$ cat src/hdl/itr_params.svh
`ifndef ITR_PARAMS_SVH
`define ITR_PARAMS_SVH
// register byte offsets
`define ITR_ADR_DEVCTL    8'h00
`define ITR_ADR_ROUTE     8'h04
`define ITR_ADR_SECFN     8'h08
`define ITR_ADR_MISC      8'h0c
`define ITR_ADR_SRC       8'h10
`define ITR_ADR_STATUS    8'h14
`define ITR_ADR_CLEAR     8'h18
`define ITR_ADR_ENABLE    8'h1c
// reset values
`define ITR_RST_DEVCTL    2'h0
`define ITR_RST_ROUTE     32'h0000_0000
`define ITR_RST_SECFN     8'h00
`define ITR_RST_MISC      2'h0
// misc control field positions
`define ITR_MISC_GP3_INTA 0
`define ITR_MISC_RI_PME   1
// width in bits of a secondary role code
`define ITR_ROLE_W        3
// status bit positions
`define ITR_ST_INTA       0
`define ITR_ST_INTB       1
`define ITR_ST_ILLEGAL    2
`define ITR_ST_W          3
// serial stream frame length in slots
`define ITR_SER_SLOTS     5'h14
`define ITR_SER_INTA_SLOT 5'h10
`define ITR_SER_INTB_SLOT 5'h11
`endif

$ cat src/hdl/itr_pkg.sv
package itr_pkg;
  // interrupt signalling mode
  typedef enum logic [1:0] {
    ITR_MODE_SER_SER = 2'b00,  // serial legacy, serial pci
    ITR_MODE_SER_PAR = 2'b01,  // serial legacy, parallel pci
    ITR_MODE_PAR_PAR = 2'b10,  // routed legacy, parallel pci
    ITR_MODE_PAR_PCI = 2'b11   // parallel pci only
  } itr_mode_e;
  // secondary roles of a routed output
  typedef enum logic [2:0] {
    ITR_ROLE_IRQ   = 3'b000,
    ITR_ROLE_INTB  = 3'b001,
    ITR_ROLE_DMA   = 3'b010,
    ITR_ROLE_RING  = 3'b011,
    ITR_ROLE_VIDEO = 3'b100
  } itr_role_e;
  // serial frame states
  typedef enum logic [1:0] {
    ITR_SER_IDLE  = 2'b00,
    ITR_SER_START = 2'b01,
    ITR_SER_SLOT  = 2'b10,
    ITR_SER_STOP  = 2'b11
  } itr_ser_e;
  // interrupt sources gathered together
  typedef struct packed {
    logic        inta;
    logic        intb;
    logic [15:0] irq;
  } itr_src_s;
  // secondary function inputs
  typedef struct packed {
    logic dma_grant;
    logic dma_request;
    logic ring;
    logic video;
  } itr_sec_s;
endpackage : itr_pkg

$ cat src/hdl/itr_route.sv
// Added by the designer: the register addresses and the Wishbone slave port.
`timescale 1ns/10ps
`include "itr_params.svh"
module itr_route #(
  parameter int N_OUT = 8  // number of routed outputs
) (
  // clock and reset
  input  wire logic                 i_clk,
  input  wire logic                 i_sys_rst,
  // wishbone slave
  input  wire logic                 i_wb_cyc,
  input  wire logic                 i_wb_stb,
  input  wire logic                 i_wb_we,
  input  wire logic [7:0]           i_wb_adr,
  input  wire logic [3:0]           i_wb_sel,
  input  wire logic [31:0]          i_wb_dat,
  output logic      [31:0]          o_wb_dat,
  output logic                      o_wb_ack,
  // interrupt sources and secondary functions
  input  wire itr_pkg::itr_src_s    i_src,
  input  wire itr_pkg::itr_sec_s    i_sec,
  input  wire logic                 i_pme,
  // general purpose pin three
  input  wire logic                 i_general_purpose_pin_three,
  output logic                      o_general_purpose_pin_three,
  output logic                      o_general_purpose_pin_three_oe_n,
  // serial interrupt line
  input  wire logic                 i_serial_interrupt_line,
  output logic                      o_serial_interrupt_line,
  output logic                      o_serial_interrupt_line_oe_n,
  // routed outputs (index 6 doubles as dma grant, 7 as dma request)
  output logic      [N_OUT-1:0]     o_routed_interrupt_out,
  // ring indicate output
  output logic                      o_ring_indicate_output,
  // interrupt to system
  output logic                      o_irq
);

  // control registers
  itr_pkg::itr_mode_e   mode_r;          // signalling mode
  logic [4*N_OUT-1:0]   route_r;         // 4-bit irq number per output
  logic [N_OUT-1:0]     out_en_r;        // routed output enables
  logic [3*N_OUT-1:0]   role_r;          // role code per output
  logic [1:0]           misc_r;          // gp3 inta select, ring pme select
  logic [`ITR_ST_W-1:0] status_r;        // sticky events
  logic [`ITR_ST_W-1:0] enable_r;        // event enables
  logic [31:0]          rd_nxt;          // read mux
  logic                 ack_r;           // ack flop
  logic [2:0]           gp3_sync_r;      // pin three synchroniser
  logic                 gp3_in_r;        // filtered pin three level
  logic [2:0]           ser_sync_r;      // serial line synchroniser
  logic                 ser_in_r;        // filtered serial line level
  logic                 wr_stb;          // write accepted this cycle
  logic                 rd_stb;          // read accepted this cycle
  logic [`ITR_ST_W-1:0] ev;              // events this cycle
  logic [`ITR_ST_W-1:0] clr;             // clears this cycle

  // bus request accepted once, ack for one cycle
  assign wr_stb = i_wb_cyc && i_wb_stb && i_wb_we && !ack_r;
  assign rd_stb = i_wb_cyc && i_wb_stb && !i_wb_we && !ack_r;

  // byte lane merge of a 32-bit write
  function automatic logic [31:0] lane_merge(input logic [31:0] old_v,
                                             input logic [31:0] new_v,
                                             input logic [3:0]  sel);
    logic [31:0] r;
    r = old_v;
    for (int b = 0; b < 4; b++) begin
      if (sel[b]) begin
        r[8*b +: 8] = new_v[8*b +: 8];
      end
    end
    return r;
  endfunction : lane_merge

  // pci lines that are live in a parallel mode
  function automatic logic par_pci(input itr_pkg::itr_mode_e m);
    return (m != itr_pkg::ITR_MODE_SER_SER);
  endfunction : par_pci

  // ack generation
  always_ff @(posedge i_clk) begin
    if (i_sys_rst) begin
      ack_r <= 1'b0;
    end else begin
      ack_r <= (wr_stb || rd_stb);
    end
  end

  // mode and misc registers
  always_ff @(posedge i_clk) begin
    if (i_sys_rst) begin
      mode_r <= itr_pkg::itr_mode_e'(`ITR_RST_DEVCTL);
      misc_r <= `ITR_RST_MISC;
    end else if (wr_stb && i_wb_sel[0]) begin
      if (i_wb_adr == `ITR_ADR_DEVCTL) begin
        mode_r <= itr_pkg::itr_mode_e'(i_wb_dat[1:0]);
      end
      if (i_wb_adr == `ITR_ADR_MISC) begin
        misc_r <= i_wb_dat[1:0];
      end
    end
  end

  // routing, enable and role registers
  always_ff @(posedge i_clk) begin
    if (i_sys_rst) begin
      route_r  <= `ITR_RST_ROUTE;
      out_en_r <= `ITR_RST_SECFN;
      role_r   <= '0;
    end else if (wr_stb) begin
      if (i_wb_adr == `ITR_ADR_ROUTE) begin
        route_r <= lane_merge(route_r, i_wb_dat, i_wb_sel);
      end
      if (i_wb_adr == `ITR_ADR_SECFN) begin
        out_en_r <= i_wb_sel[0] ? i_wb_dat[7:0] : out_en_r;
        // role bytes sit in lanes one to three
        for (int b = 1; b < 4; b++) begin
          if (i_wb_sel[b]) begin
            role_r[8*(b-1) +: 8] <= i_wb_dat[8*b +: 8];
          end
        end
      end
    end
  end

  // interrupt enable register
  always_ff @(posedge i_clk) begin
    if (i_sys_rst) begin
      enable_r <= '0;
    end else if (wr_stb && i_wb_sel[0] && i_wb_adr == `ITR_ADR_ENABLE) begin
      enable_r <= i_wb_dat[`ITR_ST_W-1:0];
    end
  end

  // events: pci lines going pending, output enabled in wrong mode
  assign ev[`ITR_ST_INTA]    = i_src.inta;
  assign ev[`ITR_ST_INTB]    = i_src.intb;
  assign ev[`ITR_ST_ILLEGAL] = (|out_en_r) &&
                               (mode_r != itr_pkg::ITR_MODE_PAR_PAR);
  assign clr = (wr_stb && i_wb_sel[0] && i_wb_adr == `ITR_ADR_CLEAR) ?
               i_wb_dat[`ITR_ST_W-1:0] : '0;

  // sticky status, a set beats a clear in the same cycle
  always_ff @(posedge i_clk) begin
    if (i_sys_rst) begin
      status_r <= '0;
    end else begin
      status_r <= (status_r & ~clr) | ev;
    end
  end

  // interrupt output
  always_ff @(posedge i_clk) begin
    if (i_sys_rst) begin
      o_irq <= 1'b0;
    end else begin
      o_irq <= |(((status_r & ~clr) | ev) & enable_r);
    end
  end

  // read mux
  always_comb begin
    rd_nxt = 32'h0000_0000;
    case (i_wb_adr)
      `ITR_ADR_DEVCTL: rd_nxt[1:0] = mode_r;
      `ITR_ADR_ROUTE:  rd_nxt = route_r;
      `ITR_ADR_SECFN:  rd_nxt = {role_r, out_en_r};
      `ITR_ADR_MISC:   rd_nxt[1:0] = misc_r;
      `ITR_ADR_SRC:    rd_nxt = {12'h000, ser_in_r, gp3_in_r, i_src};
      `ITR_ADR_STATUS: rd_nxt[`ITR_ST_W-1:0] = status_r;
      `ITR_ADR_ENABLE: rd_nxt[`ITR_ST_W-1:0] = enable_r;
      default:         rd_nxt = 32'h0000_0000;
    endcase
  end

  // read data flop
  always_ff @(posedge i_clk) begin
    if (i_sys_rst) begin
      o_wb_dat <= 32'h0000_0000;
    end else if (rd_stb) begin
      o_wb_dat <= rd_nxt;
    end
  end

  // pin synchronisers, level taken when stages two and three agree
  always_ff @(posedge i_clk) begin
    if (i_sys_rst) begin
      gp3_sync_r <= 3'h0;
      ser_sync_r <= 3'h7;
      gp3_in_r   <= 1'b0;
      ser_in_r   <= 1'b1;
    end else begin
      gp3_sync_r <= {gp3_sync_r[1:0], i_general_purpose_pin_three};
      ser_sync_r <= {ser_sync_r[1:0], i_serial_interrupt_line};
      if (gp3_sync_r[1] == gp3_sync_r[2]) begin
        gp3_in_r <= gp3_sync_r[2];
      end
      if (ser_sync_r[1] == ser_sync_r[2]) begin
        ser_in_r <= ser_sync_r[2];
      end
    end
  end

  // pin three: input after reset, inta open drain when chosen
  always_ff @(posedge i_clk) begin
    if (i_sys_rst) begin
      o_general_purpose_pin_three      <= 1'b0;
      o_general_purpose_pin_three_oe_n <= 1'b1;
    end else begin
      o_general_purpose_pin_three <= 1'b0;
      o_general_purpose_pin_three_oe_n <=
        !(misc_r[`ITR_MISC_GP3_INTA] && par_pci(mode_r) && i_src.inta);
    end
  end

  // serial frame: start, one slot per irq and pci line, stop
  itr_pkg::itr_ser_e ser_st_r;
  logic [4:0]        slot_r;
  logic              slot_bit;
  always_comb begin
    if (slot_r == `ITR_SER_INTA_SLOT) begin
      slot_bit = (mode_r == itr_pkg::ITR_MODE_SER_SER) && i_src.inta;
    end else if (slot_r == `ITR_SER_INTB_SLOT) begin
      slot_bit = (mode_r == itr_pkg::ITR_MODE_SER_SER) && i_src.intb;
    end else if (slot_r[4]) begin
      // spare slots past the pci pair stay quiet, no irq aliasing
      slot_bit = 1'b0;
    end else begin
      slot_bit = i_src.irq[slot_r[3:0]];
    end
  end

  // serial frame sequencer, runs while a serial legacy mode holds
  always_ff @(posedge i_clk) begin
    if (i_sys_rst) begin
      ser_st_r <= itr_pkg::ITR_SER_IDLE;
      slot_r   <= 5'h00;
    end else begin
      case (ser_st_r)
        itr_pkg::ITR_SER_IDLE: begin
          slot_r <= 5'h00;
          if (!par_pci(mode_r) || mode_r == itr_pkg::ITR_MODE_SER_PAR) begin
            ser_st_r <= itr_pkg::ITR_SER_START;
          end
        end
        itr_pkg::ITR_SER_START: ser_st_r <= itr_pkg::ITR_SER_SLOT;
        itr_pkg::ITR_SER_SLOT: begin
          slot_r <= slot_r + 5'h01;
          if (slot_r == `ITR_SER_SLOTS - 5'h01) begin
            ser_st_r <= itr_pkg::ITR_SER_STOP;
          end
        end
        itr_pkg::ITR_SER_STOP: ser_st_r <= itr_pkg::ITR_SER_IDLE;
        default: ser_st_r <= itr_pkg::ITR_SER_IDLE;
      endcase
    end
  end

  // serial line: frame drive low for start and active slots, else intb
  always_ff @(posedge i_clk) begin
    if (i_sys_rst) begin
      o_serial_interrupt_line      <= 1'b0;
      o_serial_interrupt_line_oe_n <= 1'b1;
    end else begin
      o_serial_interrupt_line <= 1'b0;
      if (mode_r == itr_pkg::ITR_MODE_PAR_PAR || mode_r == itr_pkg::ITR_MODE_PAR_PCI) begin
        o_serial_interrupt_line_oe_n <= !i_src.intb;
      end else begin
        o_serial_interrupt_line_oe_n <= !((ser_st_r == itr_pkg::ITR_SER_START) ||
                                          (ser_st_r == itr_pkg::ITR_SER_SLOT && slot_bit));
      end
    end
  end

  // routed outputs: enabled irq beats dma on six and seven
  logic [N_OUT-1:0] rout_nxt;
  genvar g;
  generate
    for (g = 0; g < N_OUT; g++) begin : g_out
      logic [2:0] role;
      logic       irq_v;
      logic       dma_v;
      assign role  = role_r[3*g +: 3];
      assign irq_v = i_src.irq[route_r[4*g +: 4]] && (route_r[4*g +: 4] != 4'h0);
      assign dma_v = (g == 6) ? i_sec.dma_grant : i_sec.dma_request;
      always_comb begin
        case (itr_pkg::itr_role_e'(role))
          itr_pkg::ITR_ROLE_INTB:  rout_nxt[g] = !i_src.intb;
          itr_pkg::ITR_ROLE_DMA:   rout_nxt[g] = dma_v;
          itr_pkg::ITR_ROLE_RING:  rout_nxt[g] = i_sec.ring;
          itr_pkg::ITR_ROLE_VIDEO: rout_nxt[g] = i_sec.video;
          default: begin
            if (out_en_r[g]) begin
              rout_nxt[g] = irq_v;
            end else begin
              rout_nxt[g] = (g >= 6) ? dma_v : 1'b0;
            end
          end
        endcase
      end
    end
  endgenerate

  // routed output flops
  always_ff @(posedge i_clk) begin
    if (i_sys_rst) begin
      o_routed_interrupt_out <= '0;
    end else begin
      o_routed_interrupt_out <= rout_nxt;
    end
  end

  // ring indicate output: card ring or power event
  always_ff @(posedge i_clk) begin
    if (i_sys_rst) begin
      o_ring_indicate_output <= 1'b0;
    end else begin
      o_ring_indicate_output <= misc_r[`ITR_MISC_RI_PME] ? i_pme : i_sec.ring;
    end
  end

  assign o_wb_ack = ack_r;
endmodule : itr_route

$ cat config.mk
export PLATFORM = sky130hd
export DESIGN_NAME = itr_route
export DESIGN_NICKNAME = d
export VERILOG_FILES = /design/src/hdl/itr_pkg.sv /design/src/hdl/itr_route.sv
export VERILOG_INCLUDE_DIRS = /design/src /design/src/hdl
export SDC_FILE = /design/constraint.sdc
export NUM_CORES = 1
export LEC_CHECK = 0
export ABC_CLOCK_PERIOD_IN_PS = 2250
export BUFFER_PORTS_ARGS = -buffer_cell sky130_fd_sc_hd__buf_2
export CAP_MARGIN = 20
export CORE_MARGIN = 2
export CORE_UTILIZATION = 50
export DETAILED_ROUTE_END_ITERATION = 8
export PLACE_DENSITY_LB_ADDON = 0.12
export SLEW_MARGIN = 20
export SYNTH_ARGS = -nofsm -noshare
export SYNTH_HDL_FRONTEND = slang
export SYNTH_SLANG_ARGS = --single-unit
$ cat constraint.sdc
create_clock -name i_clk -period 2.25 [get_ports i_clk]
set_input_delay 0.1125 -clock i_clk [delete_from_list [all_inputs] [get_ports i_clk]]
set_output_delay 0.1125 -clock i_clk [all_outputs]
set_load 0.005 [all_outputs]
==> results.toml <==
[outcome]
status = "complete, no violations"

[die]
die_w_um = 124
rows = 43
die_h_um = 124
core_area_mm2 = 0.0140
die_area_mm2 = 0.0154
initial_utilization_pct = 51.6
pin_count = 121

[routing]
wl_per_cell_um = 20.2
drt_iter0_markers = 743
drt_wl_total_um = 22400
drc_errors = 0
vias = 6774
antenna_left = 0
viasPerCell = 6.11
firstDrtPassIters = 5

[worst_setup_path]
crit_path_end_kind = "register"
crit_required_ps = 2620
setup.worst_path.start_class = "register"
rrSetupSlack_ps = 280
crit_chain = "mux4_2 > mux4_2 > nand2_1 > o311a_1 > a2111o_1"
cp_slowest_stage_delay_ps = 570
reg2reg_depth = 5
cp_slowest_cell = "mux4_2"
arrival_ps = 2330
critPathMaxFanout = 8
rr_endpoint = "o_serial_interrupt_line_oe_n"
r2r_start = "slot_r[1]"
crit_top_cell = "mux4_2"
worstSetupPathType = "register to register"

[sta]
fin_crit_sh_pct = 87.4
setup_viol = 0
relSlewSlack_pct = 60.1
timing.fmax_mhz = 508
period_needed_ps = 1970
grt_setup_unrepaired = "no"
worstMarginPinSlew_ps = 598
clock_skew_ps = 7.79
maxSlewViolCount = 0
fin_setup_tns_ps = 0
finalHoldViolCount = 0
worst_slack_ps = 282

[synthesis]
synth.most_common_cell = "dfxtp_1"
synth_common_cells = "dfxtp_1, nor2_1, nand2_1, mux2i_1, a21oi_1"
avgSynthCellArea_um2 = 9.21
syn_inst = 784
synth_area_mm2 = 0.00722
yosys_register_bits = 134
synth_cell_types = 64
synth_top_cells_by_area = "dfxtp_1, mux4_2, mux2i_1, nor2_1, nand2_1"
synthFlopType = "dfxtp_1"
yosys.area.top_type = "dfxtp_1"
ys_async_sr_fraction_pct = 0
synth.top_cell.area_share_pct = 37.2
ys_seq_area_share_pct = 37.2
yosysWarningCount = 0
synth_edf_count = 0

[worst_hold_path]
min_to = "misc_r[0]"
hold_start = "i_wb_dat[0]"
hold_depth = 3
hold_path_class = "primary input to register"

[pwr]
cellPowerDensity_mw_per_mm2 = 669
vdd_drop_max_v = 0.000572
leakage_nw = 3.67

[grt]
grt_overflow = 0
grt_start_max_net_pins = 68
grt_pass1_vias = 6452
antenna_found_initial = 0
grt_first_pass_wirelength_um = 34400
grtUsageTotal_pct = 29.7

[clocking]
cts_resized = 0
clock-sinks = 134
clkTransAtPathRegs_ps = 60
root_buffer = "clkbuf_16"
clk_latency_ps = 420
clock_path_buffers = 2
cts_tree = "yes"
numCtsBuffers = 17
h-tree-depth = 4

[placed_design]
dpl_worst_slack_ps = 261
placed_area_mm2 = 0.00794
gp_congestion = 0.916
io_buffers = 118
dpl.hpwl_um = 15400

[final_layout]
layout.nets = 995
syn_to_final_growth_pct = 23.2
multi_input_area_mm2 = 0.00425
regArea_mm2 = 0.00268
fin_area_mm2 = 0.00890
drive_gt1_share_pct = 24.8
postLayoutCoreUtil_pct = 63.6
final.fill_count = 1177
num_antenna_cells = 0

[run]
max-cap-violations = 0
==> per-layer routing <==
| metal | global-route usage, % | wire length, um | vias to the layer above |
|---|---|---|---|
| met1 | 38.4 | 9040 | 3240 |
| met5 | 0 | 0 | - |
| met3 | 6.87 | 2150 | 47 |
| met2 | 48.6 | 10700 | 358 |
| met4 | 10.8 | 509 | 0 |
| li1 | - | - | 3129 |
==> per-stage QoR <==
stage	power (mW)	instances	hold slack, ps
final	5.96	1108	12.1
after global routing	6.15	1108	18.1
after CTS	5.97	1108	0.0367
after detailed placement	3.04	1041	324
after global placement	3.02	1041	327
after floorplan	2.81	785	216
==> cell families after synthesis <==
group	after synthesis	synth area share [%]
buffers and inverters	72	4.25
DFF	134	37.2
adders and majority gates	6	1.04
and+or+nand+nor	265	18.1
other	1	0.0519
muxes	112	21.8
AOI/OAI and AO/OA	185	16.5
xor gates and xnor gates	9	1.09
==> registers in the layout, summed over array words and instances (netlist names), 5 cells and up <==
name and cells:
o_routed_interrupt_out 8, o_wb_dat 32, out_en_r 8, role_r 24
route_r 32, slot_r 5
==> power by group <==
group	switching [mW]	internal, mW	total [mW]	leakage (nW)
sequential	0.0289	2.41	2.44	1.08
combinational	0.352	0.260	0.613	2.29
clock	1.12	1.78	2.90	0.297
==> timing repair <==
action,4_1_cts,5_1_grt
setup buffers,0,0
hold endpoints to repair,64,0
hold buffers,35,0
==> worst max-delay path, delay by kind of cell, from the launching register on <==
family / cells / cell delay, ps
mux: 2 / 1050
simple gates: 1 / 80
flops: 1 / 550
compound gates: 2 / 230
==> layout by cell type, fill, tap and decap left out, drive strengths merged, types with 34 or more instances in the layout <==
cell,n
dfxtp,134
buf,134
nor2,91
nand2,77
mux2i,67
o21ai,50
a21oi,45
mux4,35
dlygate4sd3,35
a22oi,34
==> layout make-up <==
class	count	area share [%]
clock inverter	14	1.94
sequential	134	30.2
timing repair buffer	169	12.1
clock buffer	18	4.94
multi-input combinational	579	47.8
tap	180	2.53
inverter	14	0.591
==> worst max-delay path by stage <==
| stage | start | end | slack (ps) | cells past startpoint |
|---|---|---|---|---|
| 6_report | slot_r[1] | o_serial_interrupt_line_oe_n | 280 | 5 |
| 3_5_place_dp | i_wb_adr[3] | o_irq | 260 | 6 |
| 3_3_place_gp | i_wb_adr[3] | o_irq | 270 | 6 |
| 4_1_cts | slot_r[1] | o_serial_interrupt_line_oe_n | 280 | 5 |
| 5_1_grt | slot_r[1] | o_serial_interrupt_line_oe_n | 170 | 5 |
| 2_1_floorplan | route_r[24] | o_routed_interrupt_out[6] | 430 | 4 |
(Power assumes the default switching activity.)
